--- config.mk ---
export PLATFORM = sky130hd
export DESIGN_NAME = tcoc_top
export DESIGN_NICKNAME = d
export VERILOG_FILES = /design/src/tcoc_pkg.sv /design/src/tcoc_top.sv
export SDC_FILE = /design/constraint.sdc
export NUM_CORES = 1
export LEC_CHECK = 0
export BUFFER_PORTS_ARGS = -buffer_cell sky130_fd_sc_hd__clkbuf_2
export CORE_UTILIZATION = 32
export CTS_BUF_LIST = sky130_fd_sc_hd__clkbuf_4
export DETAILED_ROUTE_END_ITERATION = 7
export SKIP_CTS_REPAIR_TIMING = 1
export SLEW_MARGIN = 20
export SYNTH_ARGS = -nofsm -noshare
export SYNTH_HDL_FRONTEND = slang
export SYNTH_SLANG_ARGS = --single-unit
--- constraint.sdc ---
create_clock -name clk_i -period 2.4 [get_ports clk_i]
set_clock_uncertainty 0.15 [all_clocks]
set_input_delay 0.48 -clock clk_i [delete_from_list [all_inputs] [get_ports clk_i]]
set_output_delay 0.48 -clock clk_i [all_outputs]
set_load 0.005 [all_outputs]
--- src/tcoc_pkg.sv ---
// Package for the timer compare output control block: map, fields, modes, carriers
package tcoc_pkg;

    // Bus and counter widths
    localparam int ADDR_W = 8;
    localparam int DATA_W = 8;
    localparam int CNT_W  = 16;

    // Register byte addresses
    localparam logic [ADDR_W-1:0] ADDR_CTRL_A = 8'h80;
    localparam logic [ADDR_W-1:0] ADDR_CTRL_B = 8'h81;
    localparam logic [ADDR_W-1:0] ADDR_STATUS = 8'h84;

    // Field positions
    localparam int CTRL_A_MODE_A_LSB = 6;
    localparam int CTRL_A_MODE_B_LSB = 4;
    localparam int CTRL_A_WGM_LO_LSB = 0;
    localparam int CTRL_B_WGM_HI_LSB = 3;
    localparam int STAT_CMP_A_BIT    = 0;
    localparam int STAT_CMP_B_BIT    = 1;
    localparam int STAT_OVF_BIT      = 2;

    // Reset values
    localparam logic [DATA_W-1:0] CTRL_A_RST = 8'h00;
    localparam logic [DATA_W-1:0] CTRL_B_RST = 8'h00;
    localparam logic [CNT_W-1:0]  CMP_RST    = 16'h0000;

    // Counter landmarks
    localparam logic [CNT_W-1:0] CNT_BOTTOM = 16'h0000;
    localparam logic [CNT_W-1:0] CNT_MAX    = 16'hFFFF;

    // Compare output mode codes
    localparam logic [1:0] COM_OFF    = 2'h0;
    localparam logic [1:0] COM_TOGGLE = 2'h1;
    localparam logic [1:0] COM_CLEAR  = 2'h2;
    localparam logic [1:0] COM_SET    = 2'h3;

    // Waveform modes that allow the channel A toggle
    localparam logic [3:0] WGM_FAST_TOG_LO = 4'hE;
    localparam logic [3:0] WGM_FAST_TOG_HI = 4'hF;
    localparam logic [3:0] WGM_DUAL_TOG_LO = 4'h9;
    localparam logic [3:0] WGM_DUAL_TOG_HI = 4'hB;

    // Waveform class, one-hot
    typedef enum logic [4:0] {
        CLS_NONPWM = 5'h01,
        CLS_PHASE  = 5'h02,
        CLS_PFC    = 5'h04,
        CLS_FAST   = 5'h08,
        CLS_RSVD   = 5'h10
    } tcoc_class_e;

    // Register port request
    typedef struct packed {
        logic [ADDR_W-1:0] addr;
        logic [DATA_W-1:0] wdata;
        logic              we;
        logic              re;
    } tcoc_bus_s;

    // Counter state from the counter core
    typedef struct packed {
        logic [CNT_W-1:0] value;
        logic [CNT_W-1:0] top;
        logic             down;
    } tcoc_cnt_s;

    // Waveform mode code to class
    function automatic tcoc_class_e tcoc_class(input logic [3:0] wgm);
        tcoc_class_e c;
        c = CLS_RSVD;
        case (wgm)
            4'h0, 4'h4, 4'hC:               c = CLS_NONPWM;
            4'h1, 4'h2, 4'h3, 4'hA, 4'hB:   c = CLS_PHASE;
            4'h8, 4'h9:                     c = CLS_PFC;
            4'h5, 4'h6, 4'h7, 4'hE, 4'hF:   c = CLS_FAST;
            default:                        c = CLS_RSVD;
        endcase
        return c;
    endfunction

endpackage

--- src/tcoc_top.sv ---
// Compare output mode logic for two channels of a 16-bit timer
// Functional notes
// Everything runs on the I/O clock; timer tick is only a clock enable.
// Phase and frequency correct PWM loads compare values at BOTTOM.
// Overflow flag set at BOTTOM with the same offset TOP-based modes use.
// Any nonzero channel output mode field overrides the pin's port function.
// Software must set the pin direction to output for the wave to show.
// Field 00 disconnects the channel in every waveform mode.
// Non-PWM field 01 toggles the output on each compare match.
// Non-PWM field 10 drives the output low on compare match.
// Non-PWM field 11 drives the output high on compare match.
// Fast PWM 01 toggles A only in modes 14/15; otherwise disconnected. Here the wave holds but the override stays set.
// Fast PWM 10: clear on match, set at BOTTOM.
// Fast PWM 11: set on match, clear at BOTTOM.
// Fast PWM compare equal TOP with upper bit set: match ignored, BOTTOM acts.
// Dual-slope 01 toggles A only in modes 9/11; otherwise disconnected. Here the wave holds but the override stays set.
// Dual-slope 10: clear on up-count match, set on down-count match.
// Dual-slope 11: set on up-count match, clear on down-count match.
// Mode code classes: non-PWM, phase, phase-frequency, fast, reserved.
// Low mode bits in control A join high bits in control B.
// Dual-slope compare at BOTTOM holds low, at TOP holds high; inverted opposite.
// Compare flag sets on the tick after the counter equals compare.
//
// Chosen here: the strobed register port.
module tcoc_top
    import tcoc_pkg::*;
(
    // Clock, reset, enable
    input  wire logic              clk_i,
    input  wire logic              rst_n_i,
    input  wire logic              clk_en_i,
    // Register port
    input  wire tcoc_bus_s         bus_i,
    output logic [DATA_W-1:0]      rdata_o,
    // Counter core
    input  wire logic              timer_tick_i,
    input  wire tcoc_cnt_s         cnt_i,
    input  wire logic [CNT_W-1:0]  compare_buf_a_i,
    input  wire logic [CNT_W-1:0]  compare_buf_b_i,
    // Pin side
    output logic                   wave_out_a_o,
    output logic                   wave_out_b_o,
    output logic                   override_a_o,
    output logic                   override_b_o,
    // Status
    output logic [CNT_W-1:0]       compare_value_a_o,
    output logic [CNT_W-1:0]       compare_value_b_o,
    output logic                   compare_match_flag_a_o,
    output logic                   compare_match_flag_b_o,
    output logic                   overflow_flag_o
);

    logic [1:0]       rst_q;
    logic             rst_n;
    logic [1:0]       chan_a_output_mode;
    logic [1:0]       chan_b_output_mode;
    logic [3:0]       waveform_mode;
    logic [1:0]       cmp_flag;
    logic             ovf_flag;
    logic [1:0]       pend_match;
    logic             pend_bottom;
    logic             pend_ovf;
    logic             pend_down;
    logic [1:0]       wave;
    logic [CNT_W-1:0] cmp_q [2];
    logic [DATA_W-1:0] rdata;

    // Reset release through two flops; frozen with the enable, so a
    // held-off block stays in reset until its clock is enabled again
    always_ff @(posedge clk_i or negedge rst_n_i)
    begin
        if (!rst_n_i)
            rst_q <= 2'h0;
        else if (clk_en_i)
            rst_q <= {rst_q[0], 1'b1};
    end
    assign rst_n = rst_q[1];

    // Mode decode and shared counter landmarks
    tcoc_class_e cls;
    wire         tick      = clk_en_i & timer_tick_i;
    wire         at_bottom = (cnt_i.value == CNT_BOTTOM);
    wire         at_top    = (cnt_i.value == cnt_i.top);
    wire         at_max    = (cnt_i.value == CNT_MAX);
    wire         fast_tog  = (waveform_mode == WGM_FAST_TOG_LO) |
                             (waveform_mode == WGM_FAST_TOG_HI);
    wire         dual_tog  = (waveform_mode == WGM_DUAL_TOG_LO) |
                             (waveform_mode == WGM_DUAL_TOG_HI);
    assign cls = tcoc_class(waveform_mode);

    // Overflow position per class
    logic ovf_pos;
    always_comb
    begin
        case (cls)
            CLS_FAST:           ovf_pos = at_top;
            CLS_PHASE, CLS_PFC: ovf_pos = at_bottom;
            default:            ovf_pos = at_max;
        endcase
    end

    // Compare load point per class
    // Non-PWM loads at once; buffered modes wait for their landmark
    // so that one period never mixes an old and a new compare value
    logic load_now;
    always_comb
    begin
        case (cls)
            CLS_PFC, CLS_FAST: load_now = tick & at_bottom;
            CLS_PHASE:         load_now = tick & at_top;
            default:           load_now = clk_en_i;
        endcase
    end

    // Register decode
    wire wr_a    = bus_i.we & (bus_i.addr == ADDR_CTRL_A);
    wire wr_b    = bus_i.we & (bus_i.addr == ADDR_CTRL_B);
    wire wr_stat = bus_i.we & (bus_i.addr == ADDR_STATUS);
    wire [DATA_W-1:0] ctrl_a_rd = {chan_a_output_mode, chan_b_output_mode,
                                   2'h0, waveform_mode[1:0]};
    wire [DATA_W-1:0] ctrl_b_rd = {3'h0, waveform_mode[3:2], 3'h0};
    wire [DATA_W-1:0] stat_rd   = {5'h00, ovf_flag, cmp_flag};
    wire [DATA_W-1:0] next_rdata =
        !bus_i.re                     ? 8'h00 :
        (bus_i.addr == ADDR_CTRL_A)   ? ctrl_a_rd :
        (bus_i.addr == ADDR_CTRL_B)   ? ctrl_b_rd :
        (bus_i.addr == ADDR_STATUS)   ? stat_rd : 8'h00;

    // Control registers
    always_ff @(posedge clk_i or negedge rst_n)
    begin
        if (!rst_n)
        begin
            chan_a_output_mode <= CTRL_A_RST[CTRL_A_MODE_A_LSB +: 2];
            chan_b_output_mode <= CTRL_A_RST[CTRL_A_MODE_B_LSB +: 2];
            waveform_mode      <= {CTRL_B_RST[CTRL_B_WGM_HI_LSB +: 2],
                                   CTRL_A_RST[CTRL_A_WGM_LO_LSB +: 2]};
        end
        else if (clk_en_i)
        begin
            if (wr_a)
            begin
                chan_a_output_mode <= bus_i.wdata[CTRL_A_MODE_A_LSB +: 2];
                chan_b_output_mode <= bus_i.wdata[CTRL_A_MODE_B_LSB +: 2];
                waveform_mode[1:0] <= bus_i.wdata[CTRL_A_WGM_LO_LSB +: 2];
            end
            if (wr_b)
                waveform_mode[3:2] <= bus_i.wdata[CTRL_B_WGM_HI_LSB +: 2];
        end
    end

    // Read data, valid the cycle after the strobe only
    always_ff @(posedge clk_i or negedge rst_n)
    begin
        if (!rst_n)
            rdata <= 8'h00;
        else if (clk_en_i)
            rdata <= next_rdata;
    end
    assign rdata_o = rdata;

    // Landmarks seen at one tick act on the next
    // Acting one tick late keeps flags and pins in step with the
    // counter value that caused them
    always_ff @(posedge clk_i or negedge rst_n)
    begin
        if (!rst_n)
        begin
            pend_bottom <= 1'b0;
            pend_ovf    <= 1'b0;
            pend_down   <= 1'b0;
        end
        else if (tick)
        begin
            pend_bottom <= at_bottom;
            pend_ovf    <= ovf_pos;
            pend_down   <= cnt_i.down;
        end
    end

    // Overflow flag, write one to clear, set wins
    always_ff @(posedge clk_i or negedge rst_n)
    begin
        if (!rst_n)
            ovf_flag <= 1'b0;
        else if (clk_en_i)
            ovf_flag <= (tick & pend_ovf) |
                        (ovf_flag & ~(wr_stat & bus_i.wdata[STAT_OVF_BIT]));
    end

    // Per-channel compare, flag and waveform logic
    // Channel B never toggles in PWM modes, so tog_ok is tied to channel A
    for (genvar g = 0; g < 2; g++)
    begin : g_chan
        wire [1:0]       com     = (g == 0) ? chan_a_output_mode : chan_b_output_mode;
        wire [CNT_W-1:0] buf_v   = (g == 0) ? compare_buf_a_i : compare_buf_b_i;
        wire             tog_ok  = (g == 0) &&
                                   ((cls == CLS_FAST) ? fast_tog : dual_tog);
        wire             cmp_bot = (cmp_q[g] == CNT_BOTTOM);
        wire             cmp_top = (cmp_q[g] == cnt_i.top);
        wire             clr_bit = wr_stat & bus_i.wdata[STAT_CMP_A_BIT + g];
        logic            next_wave;

        // Waveform action for the class and field
        always_comb
        begin
            next_wave = wave[g];
            case (cls)
                CLS_NONPWM:
                begin
                    if (pend_match[g])
                    begin
                        case (com)
                            COM_TOGGLE: next_wave = ~wave[g];
                            COM_CLEAR:  next_wave = 1'b0;
                            COM_SET:    next_wave = 1'b1;
                            default:    next_wave = wave[g];
                        endcase
                    end
                end
                CLS_FAST:
                begin
                    if (com == COM_TOGGLE)
                    begin
                        if (tog_ok && pend_match[g])
                            next_wave = ~wave[g];
                    end
                    else if (com[1])
                    begin
                        if (pend_bottom)
                            next_wave = ~com[0];
                        if (pend_match[g] && !cmp_top)
                            next_wave = com[0];
                    end
                end
                CLS_PHASE, CLS_PFC:
                begin
                    if (com == COM_TOGGLE)
                    begin
                        if (tog_ok && pend_match[g])
                            next_wave = ~wave[g];
                    end
                    else if (com[1])
                    begin
                        if (cmp_bot)
                            next_wave = com[0];
                        else if (cmp_top)
                            next_wave = ~com[0];
                        else if (pend_match[g])
                            next_wave = pend_down ? ~com[0] : com[0];
                    end
                end
                default:
                    next_wave = wave[g];
            endcase
        end

        // Active compare value loaded from the buffer
        always_ff @(posedge clk_i or negedge rst_n)
        begin
            if (!rst_n)
                cmp_q[g] <= CMP_RST;
            else if (load_now)
                cmp_q[g] <= buf_v;
        end

        // Match pipeline, flag and output latch
        // A clear written in the same cycle as a set loses
        always_ff @(posedge clk_i or negedge rst_n)
        begin
            if (!rst_n)
            begin
                pend_match[g] <= 1'b0;
                cmp_flag[g]   <= 1'b0;
                wave[g]       <= 1'b0;
            end
            else if (clk_en_i)
            begin
                if (tick)
                    pend_match[g] <= (cnt_i.value == cmp_q[g]);
                cmp_flag[g] <= (tick & pend_match[g]) |
                               (cmp_flag[g] & ~clr_bit);
                if (tick && com != COM_OFF)
                    wave[g] <= next_wave;
            end
        end
    end

    // Pin outputs; pin direction is left to the port logic
    // The override alone does not drive the pad: the direction bit
    // in the port logic must select output as well
    assign override_a_o = |chan_a_output_mode;
    assign override_b_o = |chan_b_output_mode;
    assign wave_out_a_o = wave[0];
    assign wave_out_b_o = wave[1];

    // Status outputs
    assign compare_value_a_o      = cmp_q[0];
    assign compare_value_b_o      = cmp_q[1];
    assign compare_match_flag_a_o = cmp_flag[0];
    assign compare_match_flag_b_o = cmp_flag[1];
    assign overflow_flag_o        = ovf_flag;

endmodule // tcoc_top

==> qor.csv <==
metric,value,unit
outcome,completed,
synthesized area,4020,µm²
"wirelength, routed",12.3,mm
number of max-cap violations,0,
Post-synth top cells,"64 x xor2_1, 60 x dfrtp_1, 30 x mux2_4",
vias per cell,4.91,
reg-to-reg startpoint,compare_value_a_o[8],
hpwl dp,9.87,mm
"EDFF count, synth",0,
final setup fails,0,
FMAX,435,MHz
Chip Height,114,µm
antenna-violating nets left,0,
final-report max-slew violation count,0,
most common cell in the netlist,xor2_1,
"FF+latch count, synth",60,
P_leak,0.00255,µW
ANT cells,0,
CP startpoint kind,flip-flop,
crit path from,compare_value_a_o[8],
leading area contributor after synthesis,dfrtp_1,
initial drt markers,165,
CP Data Required Time,2.59,ns
wire per inst,16.8,µm
share of cells above drive strength 1,0.486,
Worst-path clk slew,0.12,ns
"Worst Setup Slack, final",0.0988,ns
WS Path Type,flip-flop to flip-flop,
nets@finish,650,
H-tree levels,3,
Fillers,1232,
IO Count,134,
initial antenna violation count,0,
post-synth top area share,0.373,
Final Hold Viols,0,
Register Area,1510,µm²
DRC,0,
CP Capture Type,flip-flop,
post-synth net total,464,
Multi-input gate area,2330,µm²
Worst R2R Setup Slack,0.1,ns
effective utilization at floorplan,0.332,
CTS Buf Count,9,
"Remaining Overflow, GRT",0,
fin crit period,2.30,ns
gp weighted congestion,0.909,
VDD IR max,0.366,mV
critical path data arrival time,2.49,ns
P per Cell Area,486,nW/µm²
Post-Place Worst Slack,-0.273,ns
Synth cell types,51,
Pre-antenna DRT Iters,4,
total global-route track usage,0.199,
CTS tree,done,
clk_lat worst skew,0.45,ns
via count of the first global-routing pass,3626,
first-pass GRT wire length,19.4,mm
relative slew slack,0.490,
top_reg_cell synth,dfrtp_1,
reg2reg end,wave_out_a_o,
largest net degree at the start of global routing,59,
Die Wd,114,µm
# rows,40,
Tot Pwr,2640,µW
# port buffers,133,
crit path to,wave_out_a_o,
die area,13000,µm²
vias post-DR,3593,
worst slew pin tran,0.764,ns
Synth Instances,373,
largest driver fanout on the critical path,5,
crit share post-route,0.959,
root buf cell,clkbuf_4,
CORE AREA,12100,µm²
Syn Area/Cell,10.8,µm²
"top cells by area, synth","dfrtp_1 37%, xor2_1 14%, mux2_4 11%",
"Seq/Total Area, Yosys",0.373,
share of synthesized registers carrying an async set or reset,1.00,
total clock sinks,60,
Area Overhead vs Synth,34.9,%
setup_tns,0,ns
Clock Tree Buf Depth,2,
class of the tightest hold or removal check,primary input to flip-flop,
synthesis warning total,0,
R2R cell count,8,
[critical path, stage by stage (launching register included)]
cell	delay [ns]
dfrtp_2	0.48
xnor2_2	0.20
nand4_1	0.21
o41ai_2	0.39
buf_4	0.18
xnor2_2	0.07
a221oi_2	0.26
o311a_1	0.23
a311oi_2	0.05
[cell families (layout without fill, tap and decap cells)]
kind of cell	Yosys count	after routing	share of synthesized area
adders and majority gates	4	4	0.0124
and+or+nand+nor	99	99	0.144
DFF	60	60	0.373
muxes	45	45	0.153
xor gates and xnor gates	83	83	0.181
AOI/OAI and AO/OA	43	43	0.0747
buffers and inverters	39	230	0.0610
[state kept, by name, indices dropped and copies added, names as in the netlist]
register / cells
wave_out_b_o: 1
pend_match: 2
waveform_mode: 4
chan_a_output_mode: 2
compare_match_flag_b_o: 1
compare_value_a_o: 16
rst_q: 2
pend_bottom: 1
chan_b_output_mode: 2
rdata_o: 8
wave_out_a_o: 1
pend_down: 1
overflow_flag_o: 1
pend_ovf: 1
compare_match_flag_a_o: 1
compare_value_b_o: 16
[worst min path at each step]
stage | start | cells past startpoint | slack (ns) | endpoint
global placement | rst_n_i | 1 | 0.12 | rst_q[0]
finish | bus_i[7] | 2 | 0.10 | chan_b_output_mode[1]
detailed placement | rst_n_i | 1 | 0.12 | rst_q[0]
global route | bus_i[7] | 2 | 0.07 | chan_b_output_mode[1]
CTS | rst_n_i | 1 | -0.39 | rst_q[1]
floorplan | rst_n_i | 0 | 0.03 | rst_q[0]
[power breakdown]
part           internal [µW]  total, µW  switching (µW)
sequential              1090       1180            98.2
clock                    319        713             394
combinational            408        740             333
[cell type report]
type	count	area share
Clock buffer	10	0.0138
Clock inverter	6	0.0102
Inverter	13	0.00900
Multi-Input combinational cell	274	0.430
Sequential cell	60	0.278
Tap cell	168	0.0388
Timing Repair Buffer	201	0.220
[per-layer routing]
layer | part of all wire | vias up | track usage
met5 | 0 | - | 0
met4 | 0.021 | 0 | 0.0701
met3 | 0.060 | 18 | 0.0556
met2 | 0.48 | 148 | 0.328
met1 | 0.44 | 1718 | 0.250
li1 | - | 1709 | -
[placed cells by master (no fill, tap or decap), types with 3 or more instances in the layout]
cell        n
nor4_1     27
a21oi_1     6
nand2_1    21
buf_4      66
mux2_4     30
xnor2_2     4
a32o_1      3
dfrtp_1    55
ha_1        4
mux2_2      4
mux2_1      8
nor2_1     12
nand4_1    15
o21ai_1     5
xor2_1     64
clkbuf_2  133
inv_1      12
mux2i_1     3
nand3_1     4
clkbuf_4   10
xnor2_1    15
nor4_2      4
o22ai_1     5
or2_2       3
dfrtp_2     5
o21ai_0     8
[stage by stage]
| stage | hold slack [ns] | instance area [µm²] | util | instances |
|---|---|---|---|---|
| after detailed placement | 0.118 | 5220 | 0.431 | 715 |
| after floorplan | 0.0344 | 4020 | - | 373 |
| after CTS | -0.387 | 5350 | 0.442 | 731 |
| final | 0.104 | 5420 | 0.448 | 732 |
| after global placement | 0.116 | 5220 | 0.431 | 715 |
| after global routing | 0.0667 | 5420 | 0.448 | 732 |
(Power assumes the default switching activity.)
